## src/design/rps_consts.svh

```systemverilog
// Register offsets, field positions, reset values of the port status bits block
// Assumes byte addresses on a plain strobe register port
`ifndef RPS_CONSTS_SVH
`define RPS_CONSTS_SVH

// ----------------------------------------------------------------
// Register offsets
// ----------------------------------------------------------------
`define RPS_OFS_STATUS 8'h00
`define RPS_OFS_CHANGE 8'h04
`define RPS_OFS_MASK   8'h08

// ----------------------------------------------------------------
// Status register fields
// ----------------------------------------------------------------
`define RPS_BIT_ATTACH  0
`define RPS_BIT_ENABLE  1
`define RPS_BIT_SUSPEND 2
`define RPS_BIT_OVERCUR 3
`define RPS_BIT_RSTACT  4

// ----------------------------------------------------------------
// Change register fields
// ----------------------------------------------------------------
`define RPS_CHG_ATTACH  0
`define RPS_CHG_ENABLE  1
`define RPS_CHG_SUSPEND 2
`define RPS_CHG_RESET   3
`define RPS_CHG_W       4

// ----------------------------------------------------------------
// Reset values
// ----------------------------------------------------------------
`define RPS_RST_CHANGE 4'h0
`define RPS_RST_MASK   4'h0
`define RPS_SYNC_RST   3'h0

`endif

```

## src/design/rps_port_state_bits_end.sv

```systemverilog
`timescale 1ns/100ps
`default_nettype none
`default_nettype wire

```

## src/design/rps_pkg.sv

```systemverilog
// Types of the port status bits block
// Assumes rps_consts.svh for numeric constants
package rps_pkg;

  // ----------------------------------------------------------------
  // Port state
  // ----------------------------------------------------------------
  typedef enum logic [3:0] {
    RPS_DISABLED = 4'h1,
    RPS_ENABLED  = 4'h2,
    RPS_SUSPEND  = 4'h4,
    RPS_RESUMING = 4'h8
  } rps_state_e;

  typedef logic [3:0] rps_flags_t;

endpackage : rps_pkg

```

## src/design/rps_port_state_bits.sv

```systemverilog
// Suspend, enable and connect status bits of one downstream root port
// Assumes one clock, pins asynchronous, other port logic on clk_sys
//
// How it works
// - A one written to the suspend position suspends the port; a zero does nothing.
// - The end of the resume interval clears suspended and raises the suspend change flag.
// - A suspend command to an unattached port only sets the attach change flag.
// - Reset completion and the controller resume state both clear suspended.
// - Overcurrent, disconnect, power loss or babble disable the port and set enable change.
// - A one written to the enable position enables the port; a zero does nothing.
// - An enable command to an unattached port only sets the attach change flag.
// - Reset completion and resume completion both leave the port enabled.
// - Status bit zero reads whether a device is attached.
// - A one written to bit zero disables the port; a zero does nothing.
// - No register write ever alters the attached status.
// - A port marked as holding a fixed device always reads attached.
// - Port power off clears enabled, suspended, reset activity and, unless the port holds a fixed device, attached.
// - A one written to the overcurrent position starts a resume; a zero does nothing.
//
// Decided for this implementation: strobed register access and the address map.

`timescale 1ns/100ps
`default_nettype none
`include "rps_consts.svh"

module rps_port_state_bits #(
  parameter int ADDR_W = 8,
  parameter int DATA_W = 32
) (
  // Clock and reset
  input  wire logic              clk_sys,
  input  wire logic              rst_n,
  // Register port
  input  wire logic [ADDR_W-1:0] regAddr,
  input  wire logic [DATA_W-1:0] regWrData,
  input  wire logic              regWrStb,
  input  wire logic              regRdStb,
  output logic      [DATA_W-1:0] regRdData,
  // Pins
  input  wire logic              attachPin,
  input  wire logic              overcurPin,
  // Rest of the port
  input  wire logic              fixedDevice,
  input  wire logic              portPowerOn,
  input  wire logic              portResetActive,
  input  wire logic              resetDone,
  input  wire logic              resumeDone,
  input  wire logic              babbleErr,
  input  wire logic              ctrlResumeState,
  // Port state outputs
  output logic                   deviceAttached,
  output logic                   portEnabled,
  output logic                   portSuspended,
  output logic                   resumeStart,
  output rps_pkg::rps_flags_t    changeFlags,
  // Interrupt
  output logic                   irq
);
  import rps_pkg::*;

  // ----------------------------------------------------------------
  // Parameter check
  // ----------------------------------------------------------------
  if (DATA_W < 8) begin : gBadData
    $error("DATA_W must be at least 8");
  end
  if (ADDR_W < 4) begin : gBadAddr
    $error("ADDR_W must be at least 4");
  end
  if (`RPS_CHG_W > DATA_W) begin : gBadChg
    $error("DATA_W too narrow for the change flags");
  end

  localparam logic [ADDR_W-1:0] OFS_STATUS = ADDR_W'(`RPS_OFS_STATUS);
  localparam logic [ADDR_W-1:0] OFS_CHANGE = ADDR_W'(`RPS_OFS_CHANGE);
  localparam logic [ADDR_W-1:0] OFS_MASK   = ADDR_W'(`RPS_OFS_MASK);

  // ----------------------------------------------------------------
  // Declarations
  // ----------------------------------------------------------------
  logic [1:0]  pinIn;
  logic [1:0]  pinStable_q;
  logic        attachLine;
  logic        overcurLine;
  logic        attachEff;
  logic        attachRead;
  logic        attachPrev_q;
  logic        disconnect;
  logic        wrStatus;
  logic        wrChange;
  logic        wrMask;
  logic        disableCmd;
  logic        enableCmd;
  logic        suspendCmd;
  logic        resumeCmd;
  logic        wasEnabled;
  logic        hwCause;
  logic        hwDrop;
  rps_state_e  state_q;
  rps_state_e  state_d;
  rps_flags_t  chgSet;
  rps_flags_t  chgClr;
  rps_flags_t  change_q;
  rps_flags_t  change_d;
  rps_flags_t  mask_q;
  logic        resumeGo;

  // ----------------------------------------------------------------
  // Pin synchronisers
  // ----------------------------------------------------------------
  assign pinIn = {overcurPin, attachPin};

  // A change counts once the last two flops agree, so a glitch of one cycle never lands
  for (genvar i = 0; i < 2; i++) begin : gSync
    logic [2:0] sync_q;
    always_ff @(posedge clk_sys or negedge rst_n) begin
      if (!rst_n) begin
        sync_q <= `RPS_SYNC_RST;
      end else begin
        sync_q <= {sync_q[1:0], pinIn[i]};
      end
    end
    always_ff @(posedge clk_sys or negedge rst_n) begin
      if (!rst_n) begin
        pinStable_q[i] <= 1'b0;
      end else if (sync_q[1] == sync_q[2]) begin
        pinStable_q[i] <= sync_q[2];
      end
    end
  end

  assign attachLine  = pinStable_q[0];
  assign overcurLine = pinStable_q[1];

  // ----------------------------------------------------------------
  // Attachment
  // ----------------------------------------------------------------
  assign attachEff  = portPowerOn & (fixedDevice | attachLine);
  assign attachRead = fixedDevice | attachEff;

  always_ff @(posedge clk_sys or negedge rst_n) begin
    if (!rst_n) begin
      attachPrev_q <= 1'b0;
    end else begin
      attachPrev_q <= attachEff;
    end
  end

  assign disconnect = attachPrev_q & ~attachEff;

  // ----------------------------------------------------------------
  // Register decode
  // ----------------------------------------------------------------
  assign wrStatus = regWrStb & (regAddr == OFS_STATUS);
  assign wrChange = regWrStb & (regAddr == OFS_CHANGE);
  assign wrMask   = regWrStb & (regAddr == OFS_MASK);

  assign disableCmd = wrStatus & regWrData[`RPS_BIT_ATTACH];
  assign enableCmd  = wrStatus & regWrData[`RPS_BIT_ENABLE];
  assign suspendCmd = wrStatus & regWrData[`RPS_BIT_SUSPEND];
  assign resumeCmd  = wrStatus & regWrData[`RPS_BIT_OVERCUR];

  // ----------------------------------------------------------------
  // Port state machine
  // ----------------------------------------------------------------
  assign wasEnabled = (state_q != RPS_DISABLED);

  // Loss of attachment outranks every other cause
  always_comb begin
    state_d  = state_q;
    resumeGo = 1'b0;
    if (!attachEff) begin
      state_d = RPS_DISABLED;
    end else if (resetDone) begin
      state_d = RPS_ENABLED;
    end else if (overcurLine || babbleErr) begin
      state_d = RPS_DISABLED;
    end else begin
      case (state_q)
        RPS_DISABLED: begin
          if (disableCmd) begin
            state_d = RPS_DISABLED;
          end else if (suspendCmd) begin
            state_d = RPS_SUSPEND;
          end else if (enableCmd) begin
            state_d = RPS_ENABLED;
          end
        end
        RPS_ENABLED: begin
          if (disableCmd) begin
            state_d = RPS_DISABLED;
          end else if (suspendCmd) begin
            state_d = RPS_SUSPEND;
          end
        end
        RPS_SUSPEND: begin
          if (disableCmd) begin
            state_d = RPS_DISABLED;
          end else if (ctrlResumeState) begin
            state_d = RPS_ENABLED;
          end else if (resumeCmd) begin
            state_d  = RPS_RESUMING;
            resumeGo = 1'b1;
          end
        end
        RPS_RESUMING: begin
          if (disableCmd) begin
            state_d = RPS_DISABLED;
          end else if (resumeDone || ctrlResumeState) begin
            state_d = RPS_ENABLED;
          end
        end
        default: begin
          state_d = RPS_DISABLED;
        end
      endcase
    end
  end

  always_ff @(posedge clk_sys or negedge rst_n) begin
    if (!rst_n) begin
      state_q <= RPS_DISABLED;
    end else begin
      state_q <= state_d;
    end
  end

  // ----------------------------------------------------------------
  // Hardware disable
  // ----------------------------------------------------------------
  // A hardware cause beside a disable write still counts as a drop
  assign hwCause = ~attachEff | (~resetDone & (overcurLine | babbleErr));
  assign hwDrop  = wasEnabled & hwCause;

  // ----------------------------------------------------------------
  // Change flags
  // ----------------------------------------------------------------

  always_comb begin
    chgSet = '0;
    chgSet[`RPS_CHG_ATTACH]  = (attachPrev_q != attachEff)
                             | ((suspendCmd | enableCmd) & ~attachEff);
    chgSet[`RPS_CHG_ENABLE]  = hwDrop | (wasEnabled & disconnect);
    chgSet[`RPS_CHG_SUSPEND] = (state_q == RPS_RESUMING) & resumeDone & attachEff;
    chgSet[`RPS_CHG_RESET]   = resetDone;
  end

  assign chgClr   = wrChange ? regWrData[`RPS_CHG_W-1:0] : '0;
  // A set in the same cycle as a clear wins, so no event is lost
  assign change_d = (change_q & ~chgClr) | chgSet;

  always_ff @(posedge clk_sys or negedge rst_n) begin
    if (!rst_n) begin
      change_q <= `RPS_RST_CHANGE;
    end else begin
      change_q <= change_d;
    end
  end

  // ----------------------------------------------------------------
  // Interrupt mask
  // ----------------------------------------------------------------
  always_ff @(posedge clk_sys or negedge rst_n) begin
    if (!rst_n) begin
      mask_q <= `RPS_RST_MASK;
    end else if (wrMask) begin
      mask_q <= regWrData[`RPS_CHG_W-1:0];
    end
  end

  // Built from the next flag value so the interrupt keeps pace with the flags
  always_ff @(posedge clk_sys or negedge rst_n) begin
    if (!rst_n) begin
      irq <= 1'b0;
    end else begin
      irq <= |(change_d & mask_q);
    end
  end

  // ----------------------------------------------------------------
  // Read data
  // ----------------------------------------------------------------
  // Read data stand for one cycle only, then fall back to zero
  always_ff @(posedge clk_sys or negedge rst_n) begin
    if (!rst_n) begin
      regRdData <= '0;
    end else if (regRdStb) begin
      regRdData <= '0;
      case (regAddr)
        OFS_STATUS: begin
          regRdData[`RPS_BIT_ATTACH]  <= attachRead;
          regRdData[`RPS_BIT_ENABLE]  <= wasEnabled;
          regRdData[`RPS_BIT_SUSPEND] <= (state_q == RPS_SUSPEND)
                                       | (state_q == RPS_RESUMING);
          regRdData[`RPS_BIT_OVERCUR] <= overcurLine;
          regRdData[`RPS_BIT_RSTACT]  <= portResetActive & portPowerOn;
        end
        OFS_CHANGE: begin
          regRdData[`RPS_CHG_W-1:0] <= change_q;
        end
        OFS_MASK: begin
          regRdData[`RPS_CHG_W-1:0] <= mask_q;
        end
        default: begin
          regRdData <= '0;
        end
      endcase
    end else begin
      regRdData <= '0;
    end
  end

  // ----------------------------------------------------------------
  // Port state outputs
  // ----------------------------------------------------------------
  always_ff @(posedge clk_sys or negedge rst_n) begin
    if (!rst_n) begin
      deviceAttached <= 1'b0;
      portEnabled    <= 1'b0;
      portSuspended  <= 1'b0;
    end else begin
      deviceAttached <= attachRead;
      portEnabled    <= (state_d != RPS_DISABLED);
      portSuspended  <= (state_d == RPS_SUSPEND) | (state_d == RPS_RESUMING);
    end
  end

  always_ff @(posedge clk_sys or negedge rst_n) begin
    if (!rst_n) begin
      resumeStart <= 1'b0;
    end else begin
      resumeStart <= resumeGo;
    end
  end

  always_ff @(posedge clk_sys or negedge rst_n) begin
    if (!rst_n) begin
      changeFlags <= `RPS_RST_CHANGE;
    end else begin
      changeFlags <= change_d;
    end
  end

endmodule : rps_port_state_bits

`default_nettype wire

```

## config.mk

```make
export PLATFORM = sky130hd
export DESIGN_NAME = rps_port_state_bits
export DESIGN_NICKNAME = d
export VERILOG_FILES = /design/src/design/rps_port_state_bits_end.sv /design/src/design/rps_pkg.sv /design/src/design/rps_port_state_bits.sv
export VERILOG_INCLUDE_DIRS = /design/src /design/src/design
export SDC_FILE = /design/constraint.sdc
export NUM_CORES = 1
export LEC_CHECK = 0
export CORE_ASPECT_RATIO = 0.75
export CORE_UTILIZATION = 40
export CTS_CLUSTER_DIAMETER = 60
export CTS_CLUSTER_SIZE = 10
export DETAILED_ROUTE_END_ITERATION = 8
export DONT_BUFFER_PORTS = 1
export PLACE_DENSITY = 0.61
export RECOVER_POWER = 25
export SLEW_MARGIN = 40
export SYNTH_ARGS = -nofsm -noshare
export SYNTH_HDL_FRONTEND = slang
export SYNTH_SLANG_ARGS = --single-unit
```

## constraint.sdc

```tcl
create_clock -name clk_sys -period 2.3 [get_ports clk_sys]
set_input_delay 0.46 -clock clk_sys [delete_from_list [all_inputs] [get_ports clk_sys]]
set_output_delay 0.46 -clock clk_sys [all_outputs]
set_load 0.05 [all_outputs]
```

# Yosys cells after proc, flatten, opt, wreduce, memory -nomap -nowiden
# Cells that the tools add are included.
# totals
word_cells	87
output_inout_bits	41
regBits	58
inputBits	53
# classes
bitwise	31
n_eq_ne	13
n_reduce_logical	4
muxes	25
# ops
operator	n
two-way mux 4 bit	14
bitwise AND 1 bit	16
case mux 4 bit (4 select lines)	1
case mux 4 bit (3 select lines)	1
bitwise OR 1 bit	9
bitwise AND 4 bit	2
== test 4 x 3 -> 1 bit, second input constant	2
== test 4 bit, second input constant	2
== test 8 x 3 -> 1 bit, second input constant	1
== test 8 x 4 -> 1 bit, second input constant	1
logical NOT 8 bit	1
two-way mux 1 bit	8
!= test 4 x 1 -> 1 bit, second input constant	2
two-way mux 5 bit	1
== test 4 x 1 -> 1 bit, second input constant	1
== test 4 x 2 -> 1 bit, second input constant	1
inverter 4 bit	1
bitwise OR 4 bit	1
OR reduction 4 bit	1
== test 1 bit	2
logical OR 1 bit	2
inverter 1 bit	2
!= test 1 bit	1

# Logic depth before layout (Yosys ltp)
# Gate-level depths: netlist of run 1.
# depth
depth_word	12
ltp_mapped	6
depth_no_buf	5

# Worst setup path after synthesis of run 1
# OpenSTA, ideal clock, no wires.
# synth_path
path_type	input to register
from	input port regAddr[1]
to	register irq
path_buffers	0
setup_slack_ns	0.144
t_arrival_ns	2.030
path_stages	5
setup_ns	0.126
required_time_ns	2.174
path_cell_list	or4_4 nor4_4 a21oi_2 a2111o_1 a221o_1
# synth_via
elab_chain_len	9
word_cells_on_any_way	15
classes_between	eq/ne (1); mux (1); bitwise (11); reduce/logical (2)
# synth_rtl
element	line_no	rtl
start, declared	rps_port_state_bits.sv:34	input wire logic [ADDR_W-1:0] regAddr,
logical NOT 8 bit	rps_port_state_bits.sv:154	assign wrStatus = regWrStb & (regAddr == OFS_STATUS);
bitwise AND 1 bit	rps_port_state_bits.sv:154	
bitwise AND 1 bit, on equally long branches	rps_port_state_bits.sv:160, rps_port_state_bits.sv:159	
bitwise OR 1 bit	rps_port_state_bits.sv:242	| ((suspendCmd | enableCmd) & ~attachEff);
bitwise AND 1 bit	rps_port_state_bits.sv:242	
bitwise OR 1 bit	rps_port_state_bits.sv:242	
bitwise OR 4 bit *	rps_port_state_bits.sv:250	assign change_d = (change_q & ~chgClr) | chgSet;
bitwise AND 4 bit *	rps_port_state_bits.sv:276	irq <= |(change_d & mask_q);
OR reduction 4 bit *	rps_port_state_bits.sv:276	
end signal, assigned	rps_port_state_bits.sv:276	
end, declared	rps_port_state_bits.sv:57	output logic irq
# Mark *: on every way between the ends. The rest lies on a longest branch, timed or not.
# A chain may end at the register's enable or synchronous reset.

# Worst setup path after layout of run 1
# layout_path
from	register state_q[1]
to	register portEnabled
# layout_via
elab_chain_len	8
word_cells_on_any_way	19
classes_between	eq/ne (5); mux (14)
# layout_rtl
element	line_no	rtl
start, declared	rps_port_state_bits.sv:99	rps_state_e state_q;
start signal, assigned	rps_port_state_bits.sv:224	state_q <= state_d;
two-way mux 4 bit, on equally long branches	rps_port_state_bits.sv:201, rps_port_state_bits.sv:185	
two-way mux 4 bit, on equally long branches	rps_port_state_bits.sv:199, rps_port_state_bits.sv:183	
two-way mux 4 bit, on equally long branches	rps_port_state_bits.sv:197, rps_port_state_bits.sv:181	
case mux 4 bit (4 select lines) *	rps_port_state_bits.sv:179	case (state_q)
two-way mux 4 bit *	rps_port_state_bits.sv:176	end else if (overcurLine || babbleErr) begin
two-way mux 4 bit *	rps_port_state_bits.sv:174	end else if (resetDone) begin
two-way mux 4 bit *	rps_port_state_bits.sv:172	if (!attachEff) begin
!= test 4 x 1 -> 1 bit *	rps_port_state_bits.sv:323	portEnabled <= (state_d != RPS_DISABLED);
end signal, assigned	rps_port_state_bits.sv:323	
end, declared	rps_port_state_bits.sv:52	output logic portEnabled,
# Marks and branches as above.

==> out/results.txt, run 1 <==
CTS tree -> built
total track usage -> 0.162
final total power -> 1.41 mW
Max Fclk -> 499 MHz
Least-Margin Pin Slew -> 1270 ps
drt drc -> 0
Final Hold Vio Count -> 0
outcome -> completed
DR pass1 iterations -> 4
asr flop ratio synth -> 1.00
Yosys cell types -> 50
Storage cell area -> 777 um^2
WL/cell -> 15.0 um
vias per cell -> 5.17
CTS Buffer Depth -> 2
first-pass GRT wire length -> 5280 um
Power Density -> 776 nW/um^2
CP peak stage delay -> 670 ps
Post-CTS Resized -> 0
largest net degree at the start of global routing -> 31
FILL cells -> 346
Synth Cell Area -> 1660 um^2
area of the multi-input gates -> 754 um^2
vias in the first global route -> 1,059
Antenna Cells -> 0
Post-CTS Hold Buffers -> 2
Fin Setup TNS -> 0 ps
most frequent cells in the layout -> dfrtp_1 (30), conb_1 (27), nand2_1 (18), nor2_1 (8), a21oi_1 (7)
r2r setup slk -> 300 ps
die area -> 4430 um^2
Final HPWL DP -> 2510 um
Site Rows -> 19
initial antenna violation count -> 0
CP endpoint kind -> flip-flop
Final Instance Area -> 1820 um^2
Worst Min Path Start -> overcurPin
Most used DFF post-synth -> dfrtp_1
Nets -> 225
Top Family by Delay on Critical Path -> simple AND/OR/NAND/NOR gates
critical path startpoint -> state_q[1]
final wirelength -> 3370 um
CP Data Required Time -> 2470 ps
number of I/O pins -> 94
DRT iter0 DRCs -> 163
Seq/Total Area, Yosys -> 0.467
Syn. warnings -> 0
clk sinks -> 31
CP max stage cell -> or4b_2
Hold Path Class -> in2reg
Leakage -> 0.831 nW
port bufs -> 0
number of synthesized flops with an enable pin -> 0
post-CTS setup buffer count -> 0
unrepaired setup endpoints after global routing -> no
core area -> 3830 um^2
CP cell instances -> or2_0 > or4b_2 > a21oi_1 > o31ai_1 > a22o_1
max_slew headroom -> 0.151
Period minus WS final -> 2000 ps
skew final -> 8.44 ps
synthesized flop and latch total -> 31
Max H-tree Level -> 2
Synth Instances -> 160
Worst-Skew Late Latency -> 280 ps
clock-pin slew on the worst setup and hold paths -> 70 ps
CP bufs+invs -> 0
initial core utilization -> 0.435
worst vdd ir -> 0.000404 V
Detail Route Antenna Nets -> 0
Final Max Tran Viols -> 0
Via Count -> 1,157
Critical Path Source Type -> flip-flop
GPL Wtd Cong -> 0.907
final setup vio count -> 0
Root Buffer -> clkbuf_8
mean area per synthesized cell -> 10.4 um^2
Layout Area Growth over Synthesis -> 9.25%
max-cap viol count -> 0
most common cell after layout, fill and taps aside -> dfrtp_1
WS Path Type -> reg2reg
TritonCTS Buffers -> 5
CP max FO -> 6
worst reg2reg path startpoint -> state_q[1]
die width -> 76.5 um
Die H -> 57.9 um
Cell Area, Placed -> 1650 um^2
layout cells sized above 1 -> 0.151
global route overflow -> 0
fin crit share -> 0.871
crit path DAT -> 2170 ps
## final cells by class
cell class,count,share of cell area
Inverter,3,0.00619
Clock buffer,6,0.0399
Clock inverter,2,0.0330
Tap cell,52,0.0358
Timing Repair Buffer,9,0.0427
Sequential cell,31,0.427
Multi-Input combinational cell,121,0.415
## cell families (layout without fill, tap and decap cells)
kind of cell | count (synthesis) | after routing | synth area share
other cells | 1 | 27 | 0.00225
fa+ha+maj | 3 | 3 | 0.0195
simple gates | 51 | 51 | 0.177
compound gates | 31 | 31 | 0.140
mux | 7 | 7 | 0.0451
buf+inv | 34 | 20 | 0.138
xor+xnor | 2 | 2 | 0.0105
flops | 31 | 31 | 0.467
## routing by layer
metal | part of all wire | GRT usage | vias to the layer above
li1 | - | - | 538
met5 | 0 | 0 | -
met3 | 0.099 | 0.0772 | 2
met1 | 0.43 | 0.200 | 563
met2 | 0.47 | 0.243 | 54
met4 | 0.0068 | 0.0742 | 0
## final timing paths
check	to	cells past startpoint
setup / recovery	portEnabled	5
hold / removal	gSync[1].sync_q[0]	0
setup reg to reg	portEnabled	5
hold reg to reg	gSync[0].sync_q[1]	0
max in group asynchronous	regRdData[4]	2
min in group asynchronous	state_q[0]	1
## flip-flops by register name, indices dropped and copies added, names as in the netlist
signal          count
attachPrev_q        1
deviceAttached      1
state_q             4
mask_q              4
resumeStart         1
irq                 1
portSuspended       1
regRdData           5
overcurLine         1
attachLine          1
changeFlags         4
gSync.sync_q        6
portEnabled         1
## cell usage after synthesis, types with 2 or more instances
cell type / count / area [um^2]
a211o_1: 2 / 17.5
a211oi_1: 3 / 22.5
a21o_1: 2 / 15.0
a21oi_1: 7 / 35.0
a2bb2oi_1: 2 / 17.5
buf_4: 27 / 203
clkbuf_1: 2 / 7.51
dfrtp_1: 30 / 751
inv_1: 3 / 11.3
maj3_1: 2 / 20.0
mux2_2: 4 / 45.0
mux2i_1: 3 / 30.0
nand2_1: 18 / 67.6
nand2b_1: 2 / 12.5
nand3_1: 4 / 20.0
nor2_1: 8 / 30.0
nor3_1: 3 / 15.0
nor4_1: 2 / 12.5
nor4_4: 2 / 42.5
nor4b_1: 2 / 17.5
o31ai_1: 2 / 15.0
xor2_1: 2 / 17.5
## worst register-to-register path, stage by stage, from the launching register on
cell     delay, ps
dfrtp_1        430
or2_0          320
or4b_2         670
a21oi_1        140
o31ai_1        110
a22o_1         220
## where the power goes
part	internal, mW	switching, mW	leakage (nW)
sequential	0.567	0.0350	0.388
clock	0.433	0.198	0.0654
combinational	0.0369	0.140	0.378
total	1.04	0.373	0.831
## metrics by stage
stage | hold slack [ps] | utilization | std cells | worst slack, ps
2_1_floorplan | 164 | - | 186 | 144
3_3_place_gp | 165 | 0.432 | 213 | 45.1
3_5_place_dp | 165 | 0.432 | 213 | 38.0
4_1_cts | 3.61 | 0.474 | 223 | 311
5_1_grt | 186 | 0.475 | 224 | 145
6_report | 201 | 0.475 | 224 | 296
(Power assumes the default switching activity.)
==> inputs of run 2 (changes only) <==
--- a/config.mk
+++ b/config.mk
@@ -9,7 +9,6 @@
 export CORE_ASPECT_RATIO = 0.75
 export CORE_UTILIZATION = 40
 export CTS_CLUSTER_DIAMETER = 60
-export CTS_CLUSTER_SIZE = 10
 export DETAILED_ROUTE_END_ITERATION = 8
 export DONT_BUFFER_PORTS = 1
 export PLACE_DENSITY = 0.61
==> constraint.sdc (replaced) <==
create_clock -name clk_sys -period 2.4 [get_ports clk_sys]
set_input_delay 0.48 -clock clk_sys [delete_from_list [all_inputs] [get_ports clk_sys]]
set_output_delay 0.48 -clock clk_sys [all_outputs]
set_load 0.05 [all_outputs]
==> out/results.txt, run 2 (same netlist as run 1, synthesis figures left out) <==
slack of the critical path -> 363 ps
Fin Setup TNS -> 0 ps
max-cap viol count -> 1
WS Path Type -> reg2reg
failing checks -> capacitance limit, slew limit
Max Fclk -> 491 MHz
Layout Area Growth over Synthesis -> 5.41%
final setup vio count -> 0
Reg2Reg Depth -> 5
fin crit share -> 0.849
unrepaired setup endpoints after global routing -> no
Die H -> 57.9 um
CP Data Required Time -> 2570 ps
Final Max Tran Viols -> 31
Post-CTS Hold Buffers -> 1
met3 routed WL -> 268 um
global route overflow -> 0
TritonCTS Buffers -> 5
worst reg2reg path startpoint -> state_q[1]
Power Density -> 711 nW/um^2
Detail Route Antenna Nets -> 0
Hold Path Class -> in2async
final wirelength -> 3320 um
drt drc -> 0
Worst-Skew Late Latency -> 280 ps
sw frac -> 0.291
vias per cell -> 5.20
r2r setup slk -> 360 ps
P_int -> 884 uW
max_slew headroom -> -0.0595
Critical Path Source Type -> flip-flop
GPL Wtd Cong -> 0.908
clk sinks -> 31
top sig layer -> met4
port bufs -> 0
outcome -> finished with violations
initial antenna violation count -> 0
Period minus WS final -> 2040 ps
Hold Slack -> 33.3 ps
Antenna Cells -> 0
clock network power share -> 0.405
clock-pin slew on the worst setup and hold paths -> 70 ps
Logic pwr share -> 0.133
Least-Margin Pin Slew -> 1590 ps
layout cells sized above 1 -> 0.149
Top Registers -> gSync.sync_q: 6 flops, regRdData: 5 flops
DRT iter0 DRCs -> 72
CTS Buffer Depth -> 2
Nets -> 221
crit path DAT -> 2200 ps
final total power -> 1.25 mW
pre-CTS setup slack -> 119 ps
Net Sw Power -> 363 uW
Leakage -> 0.794 nW
Final Hold Vio Count -> 0
most frequent cells in the layout -> dfrtp_1 (30), conb_1 (27), nand2_1 (18), nor2_1 (8), a21oi_1 (7)
CP max FO -> 6
die width -> 76.5 um
Max H-tree Level -> 2
largest net degree at the start of global routing -> 31
CTS tree -> built
Final Instance Area -> 1750 um^2
die area -> 4430 um^2
Site Rows -> 19
core area -> 3830 um^2
most common cell after layout, fill and taps aside -> dfrtp_1
vias in the first global route -> 1,109
number of flip-flops in the largest register -> 6
DR pass1 iterations -> 4
total track usage -> 0.165
Via Count -> 1,143
number of I/O pins -> 94
WL/cell -> 15.1 um
CP endpoint kind -> flip-flop
reg-to-reg endpoint -> portEnabled
Cell Area, Placed -> 1640 um^2
post-CTS setup buffer count -> 0
DR WL met2 -> 1510 um
first-pass GRT wire length -> 5530 um
worst vdd ir -> 0.000457 V
initial core utilization -> 0.435
Root Buffer -> clkbuf_8
Final HPWL DP -> 2480 um
Post-CTS Resized -> 0
M1 wire length -> 1530 um
Largest Register -> gSync.sync_q
Flop pwr share -> 0.462
skew final -> 9.76 ps
## run 2: cell types whose count changed in the layout (fill, tap and decap cells not counted)
cell	previous run	this run
buf_4	6	4
bufinv_16	2	1
clkinv_2	0	1
clkinv_4	0	1
dlygate4sd3_1	2	0
dlymetal6s4s_1	1	0
## run 2: worst max-delay path by stage
stage | startpoint | endpoint | slack, ps | cells past startpoint
final | state_q[1] | portEnabled | 360 | 5
after global routing | state_q[3] | irq | 260 | 5
after CTS | state_q[1] | portEnabled | 400 | 5
after detailed placement | regAddr[1] | irq | 120 | 6
after global placement | regAddr[1] | irq | 120 | 6
after floorplan | regAddr[1] | irq | 220 | 5
## run 2: power by group through the flow
| stage | Combinational (mW) | Clock, mW | Sequential, mW |
|---|---|---|---|
| finish | 0.166 | 0.505 | 0.576 |
| floorplan | 0.183 | 0 | 0.582 |
| global placement | 0.153 | 0 | 0.585 |
| detailed placement | 0.155 | 0 | 0.586 |
| global route | 0.177 | 0.541 | 0.579 |
| CTS | 0.169 | 0.521 | 0.576 |
## run 2: stage by stage
step / cells / utilization
finish: 220 / 0.458
detailed placement: 211 / 0.428
global placement: 211 / 0.428
global route: 220 / 0.458
CTS: 220 / 0.463
floorplan: 186 / -
## run 2: cell type report
type | instances | area (um^2)
Clock buffer | 5 | 68.8
Clock inverter | 3 | 43.8
Fill cell | 377 | 2070
Inverter | 3 | 11.3
Multi-Input combinational cell | 121 | 754
Sequential cell | 31 | 777
Tap cell | 52 | 65.1
Timing Repair Buffer | 5 | 33.8
## run 2: per-layer routing
layer  vias up  GRT usage
li1        527          -
met1       551      0.215
met2        63      0.255
met3         2     0.0567
met4         0     0.0714
met5         -          0
## run 2: critical path, stage by stage, from the launching register on
cell and delay [ps]:
dfrtp_1 430, or2_0 310, or4b_2 680, a21oi_1 160, o31ai_1 110, a22o_1 230
==> inputs of run 3 (changes only) <==
--- a/config.mk
+++ b/config.mk
@@ -6,12 +6,13 @@
 export SDC_FILE = /design/constraint.sdc
 export NUM_CORES = 1
 export LEC_CHECK = 0
+export ABC_AREA = 1
 export CORE_ASPECT_RATIO = 0.75
 export CORE_UTILIZATION = 40
 export CTS_CLUSTER_DIAMETER = 60
 export DETAILED_ROUTE_END_ITERATION = 8
 export DONT_BUFFER_PORTS = 1
-export PLACE_DENSITY = 0.61
+export PLACE_DENSITY = 0.63
 export RECOVER_POWER = 25
 export SLEW_MARGIN = 40
 export SYNTH_ARGS = -nofsm -noshare
==> constraint.sdc (replaced) <==
create_clock -name clk_sys -period 1.7 [get_ports clk_sys]
set_input_delay 0.34 -clock clk_sys [delete_from_list [all_inputs] [get_ports clk_sys]]
set_output_delay 0.34 -clock clk_sys [all_outputs]
set_load 0.05 [all_outputs]
==> out/results.txt, run 3 <==
outcome -> completed
Nets -> 264
vias per cell -> 4.52
Antenna Cells -> 0
CP endpoint kind -> flip-flop
Root Buffer -> clkbuf_8
post-CTS setup buffer count -> 0
asr flop ratio synth -> 1.00
slack of the critical path -> 246 ps
worst vdd ir -> 0.000567 V
most common cell after layout, fill and taps aside -> nand2_1
GPL Wtd Cong -> 0.815
number of I/O pins -> 94
final wirelength -> 3130 um
fin crit share -> 0.855
port bufs -> 0
largest net degree at the start of global routing -> 32
Leakage -> 0.927 nW
skew final -> 5.11 ps
mean area per synthesized cell -> 8.43 um^2
CP cell instances -> inv_1 > nor2_1 > nand2_1 > nand2_1 > nor2_1 > nor3_1 > inv_1 > a21oi_1
Max H-tree Level -> 2
Hold Slack -> 75.3 ps
total track usage -> 0.156
critical path startpoint -> state_q[0]
Synth Instances -> 198
vias in the first global route -> 1,089
largest cells by area after synthesis -> dfrtp_1 (45%), buf_4 (12%), nand2_1 (11%), inv_1 (5.2%), nand3_1 (3.6%)
WL/cell -> 11.9 um
number of flip-flops in the largest register -> 6
crit path DAT -> 1670 ps
Post-CTS Resized -> 0
pre-CTS setup slack -> 192 ps
clk sinks -> 31
CP max stage cell -> dfstp_2
CTS Buffer Depth -> 2
final setup vio count -> 0
Syn. warnings -> 0
Final Hold Vio Count -> 0
Via Count -> 1,189
Period minus WS final -> 1450 ps
core area -> 3830 um^2
WS Path Type -> reg2reg
post-synth top area share -> 0.450
CTS tree -> built
DR pass1 iterations -> 4
Top Registers -> gSync.sync_q: 6 flops, regRdData: 5 flops
drt drc -> 0
Worst-Skew Late Latency -> 290 ps
DRT iter0 DRCs -> 24
Largest Register -> gSync.sync_q
Power Density -> 1070 nW/um^2
die area -> 4440 um^2
Final HPWL DP -> 2480 um
Fin Setup TNS -> 0 ps
CP peak stage delay -> 540 ps
global route overflow -> 0
first-pass GRT wire length -> 5040 um
most frequent cells in the layout -> nand2_1 (52), dfrtp_1 (30), conb_1 (27), inv_1 (23), nor2_1 (13)
Synth Cell Area -> 1670 um^2
Hold Path Class -> in2reg
Seq/Total Area, Yosys -> 0.466
Worst Min Path Start -> overcurPin
TritonCTS Buffers -> 5
Most used DFF post-synth -> dfrtp_1
Detail Route Antenna Nets -> 0
die width -> 76.6 um
Die H -> 57.9 um
Least-Margin Pin Slew -> 748 ps
layout cells sized above 1 -> 0.128
initial antenna violation count -> 0
CP Data Required Time -> 1910 ps
final total power -> 1.90 mW
Critical Path Source Type -> flip-flop
max_slew headroom -> 0.502
max-cap viol count -> 0
most frequent cells after synthesis -> nand2_1 (51), dfrtp_1 (30), buf_4 (27), inv_1 (23), nor2_1 (13)
Max Fclk -> 688 MHz
Layout Area Growth over Synthesis -> 6.60%
CP max FO -> 3
unrepaired setup endpoints after global routing -> no
initial core utilization -> 0.436
Post-CTS Hold Buffers -> 2
Yosys cell types -> 24
most common cell in the netlist -> nand2_1
number of synthesized flops with an enable pin -> 0
Yosys top cell by area -> dfrtp_1
Final Max Tran Viols -> 0
clock-pin slew on the worst setup and hold paths -> 70 ps
worst reg2reg path startpoint -> state_q[0]
Site Rows -> 19
synthesized flop and latch total -> 31
[run 3: cell count changes in the layout (fill, tap and decap cells not counted), sizes merged, moves of 3 or more]
| cell | before | now |
|---|---|---|
| inv | 3 | 23 |
| mux2i | 3 | 0 |
| a21oi | 8 | 2 |
| a211oi | 3 | 0 |
| mux2 | 4 | 0 |
| nand3 | 4 | 15 |
| nor2 | 8 | 16 |
| o21ai | 2 | 15 |
| nand2 | 18 | 54 |
| nor4 | 4 | 0 |
[run 3: path summary, 6_finish.rpt]
path / end / slack (ps) / cells past startpoint
min in group asynchronous: regRdData[4] / 680 / 2
worst min register to register: gSync[1].sync_q[1] / 350 / 0
worst min-delay path: gSync[1].sync_q[0] / 80 / 0
max in group asynchronous: state_q[2] / 550 / 2
worst max-delay path: state_q[3] / 250 / 8
worst max register to register: state_q[3] / 250 / 8
[run 3: metal layers]
| layer | global-route usage | vias to the layer above | part of all wire |
|---|---|---|---|
| met5 | 0 | - | 0 |
| met4 | 0.0907 | 0 | 0.026 |
| met3 | 0.0693 | 9 | 0.085 |
| met2 | 0.216 | 47 | 0.43 |
| met1 | 0.202 | 542 | 0.46 |
| li1 | - | 591 | - |
[run 3: metrics by stage]
step / utilization / instance area, um^2 / cells
CTS: 0.469 / 1800 / 263
floorplan: - / 1770 / 224
global placement: 0.426 / 1630 / 253
global route: 0.465 / 1780 / 263
finish: 0.465 / 1780 / 263
detailed placement: 0.426 / 1630 / 253
[run 3: area by class of cell]
type,count,area [um^2]
timing repair buffer,8,60.1
fill,378,2050
sequential,31,777
clock inverter,3,67.6
clock buffer,5,68.8
tap,52,65.1
inverter,23,86.3
multi-input combinational,141,654
[run 3: cell families after synthesis]
| logic type | Yosys count | synth area share |
|---|---|---|
| AO/OA/AOI/OAI | 18 | 0.0600 |
| other | 1 | 0.00225 |
| buffers and inverters | 52 | 0.199 |
| adder cells (fa/ha/maj) | 3 | 0.0195 |
| flip-flops | 31 | 0.466 |
| AND/OR/NAND/NOR | 93 | 0.253 |
[run 3: critical path, delay by kind of cell (launching register included)]
kind	cells	cell delay, ps
AO/OA/AOI/OAI	1	110
AND/OR/NAND/NOR	5	590
flip-flops	1	540
buffers and inverters	2	130
[run 3: report_power, final]
part / switching, mW / internal, mW
clock network: 0.288 / 0.584
registers: 0.0395 / 0.766
logic: 0.189 / 0.0293
total: 0.516 / 1.38
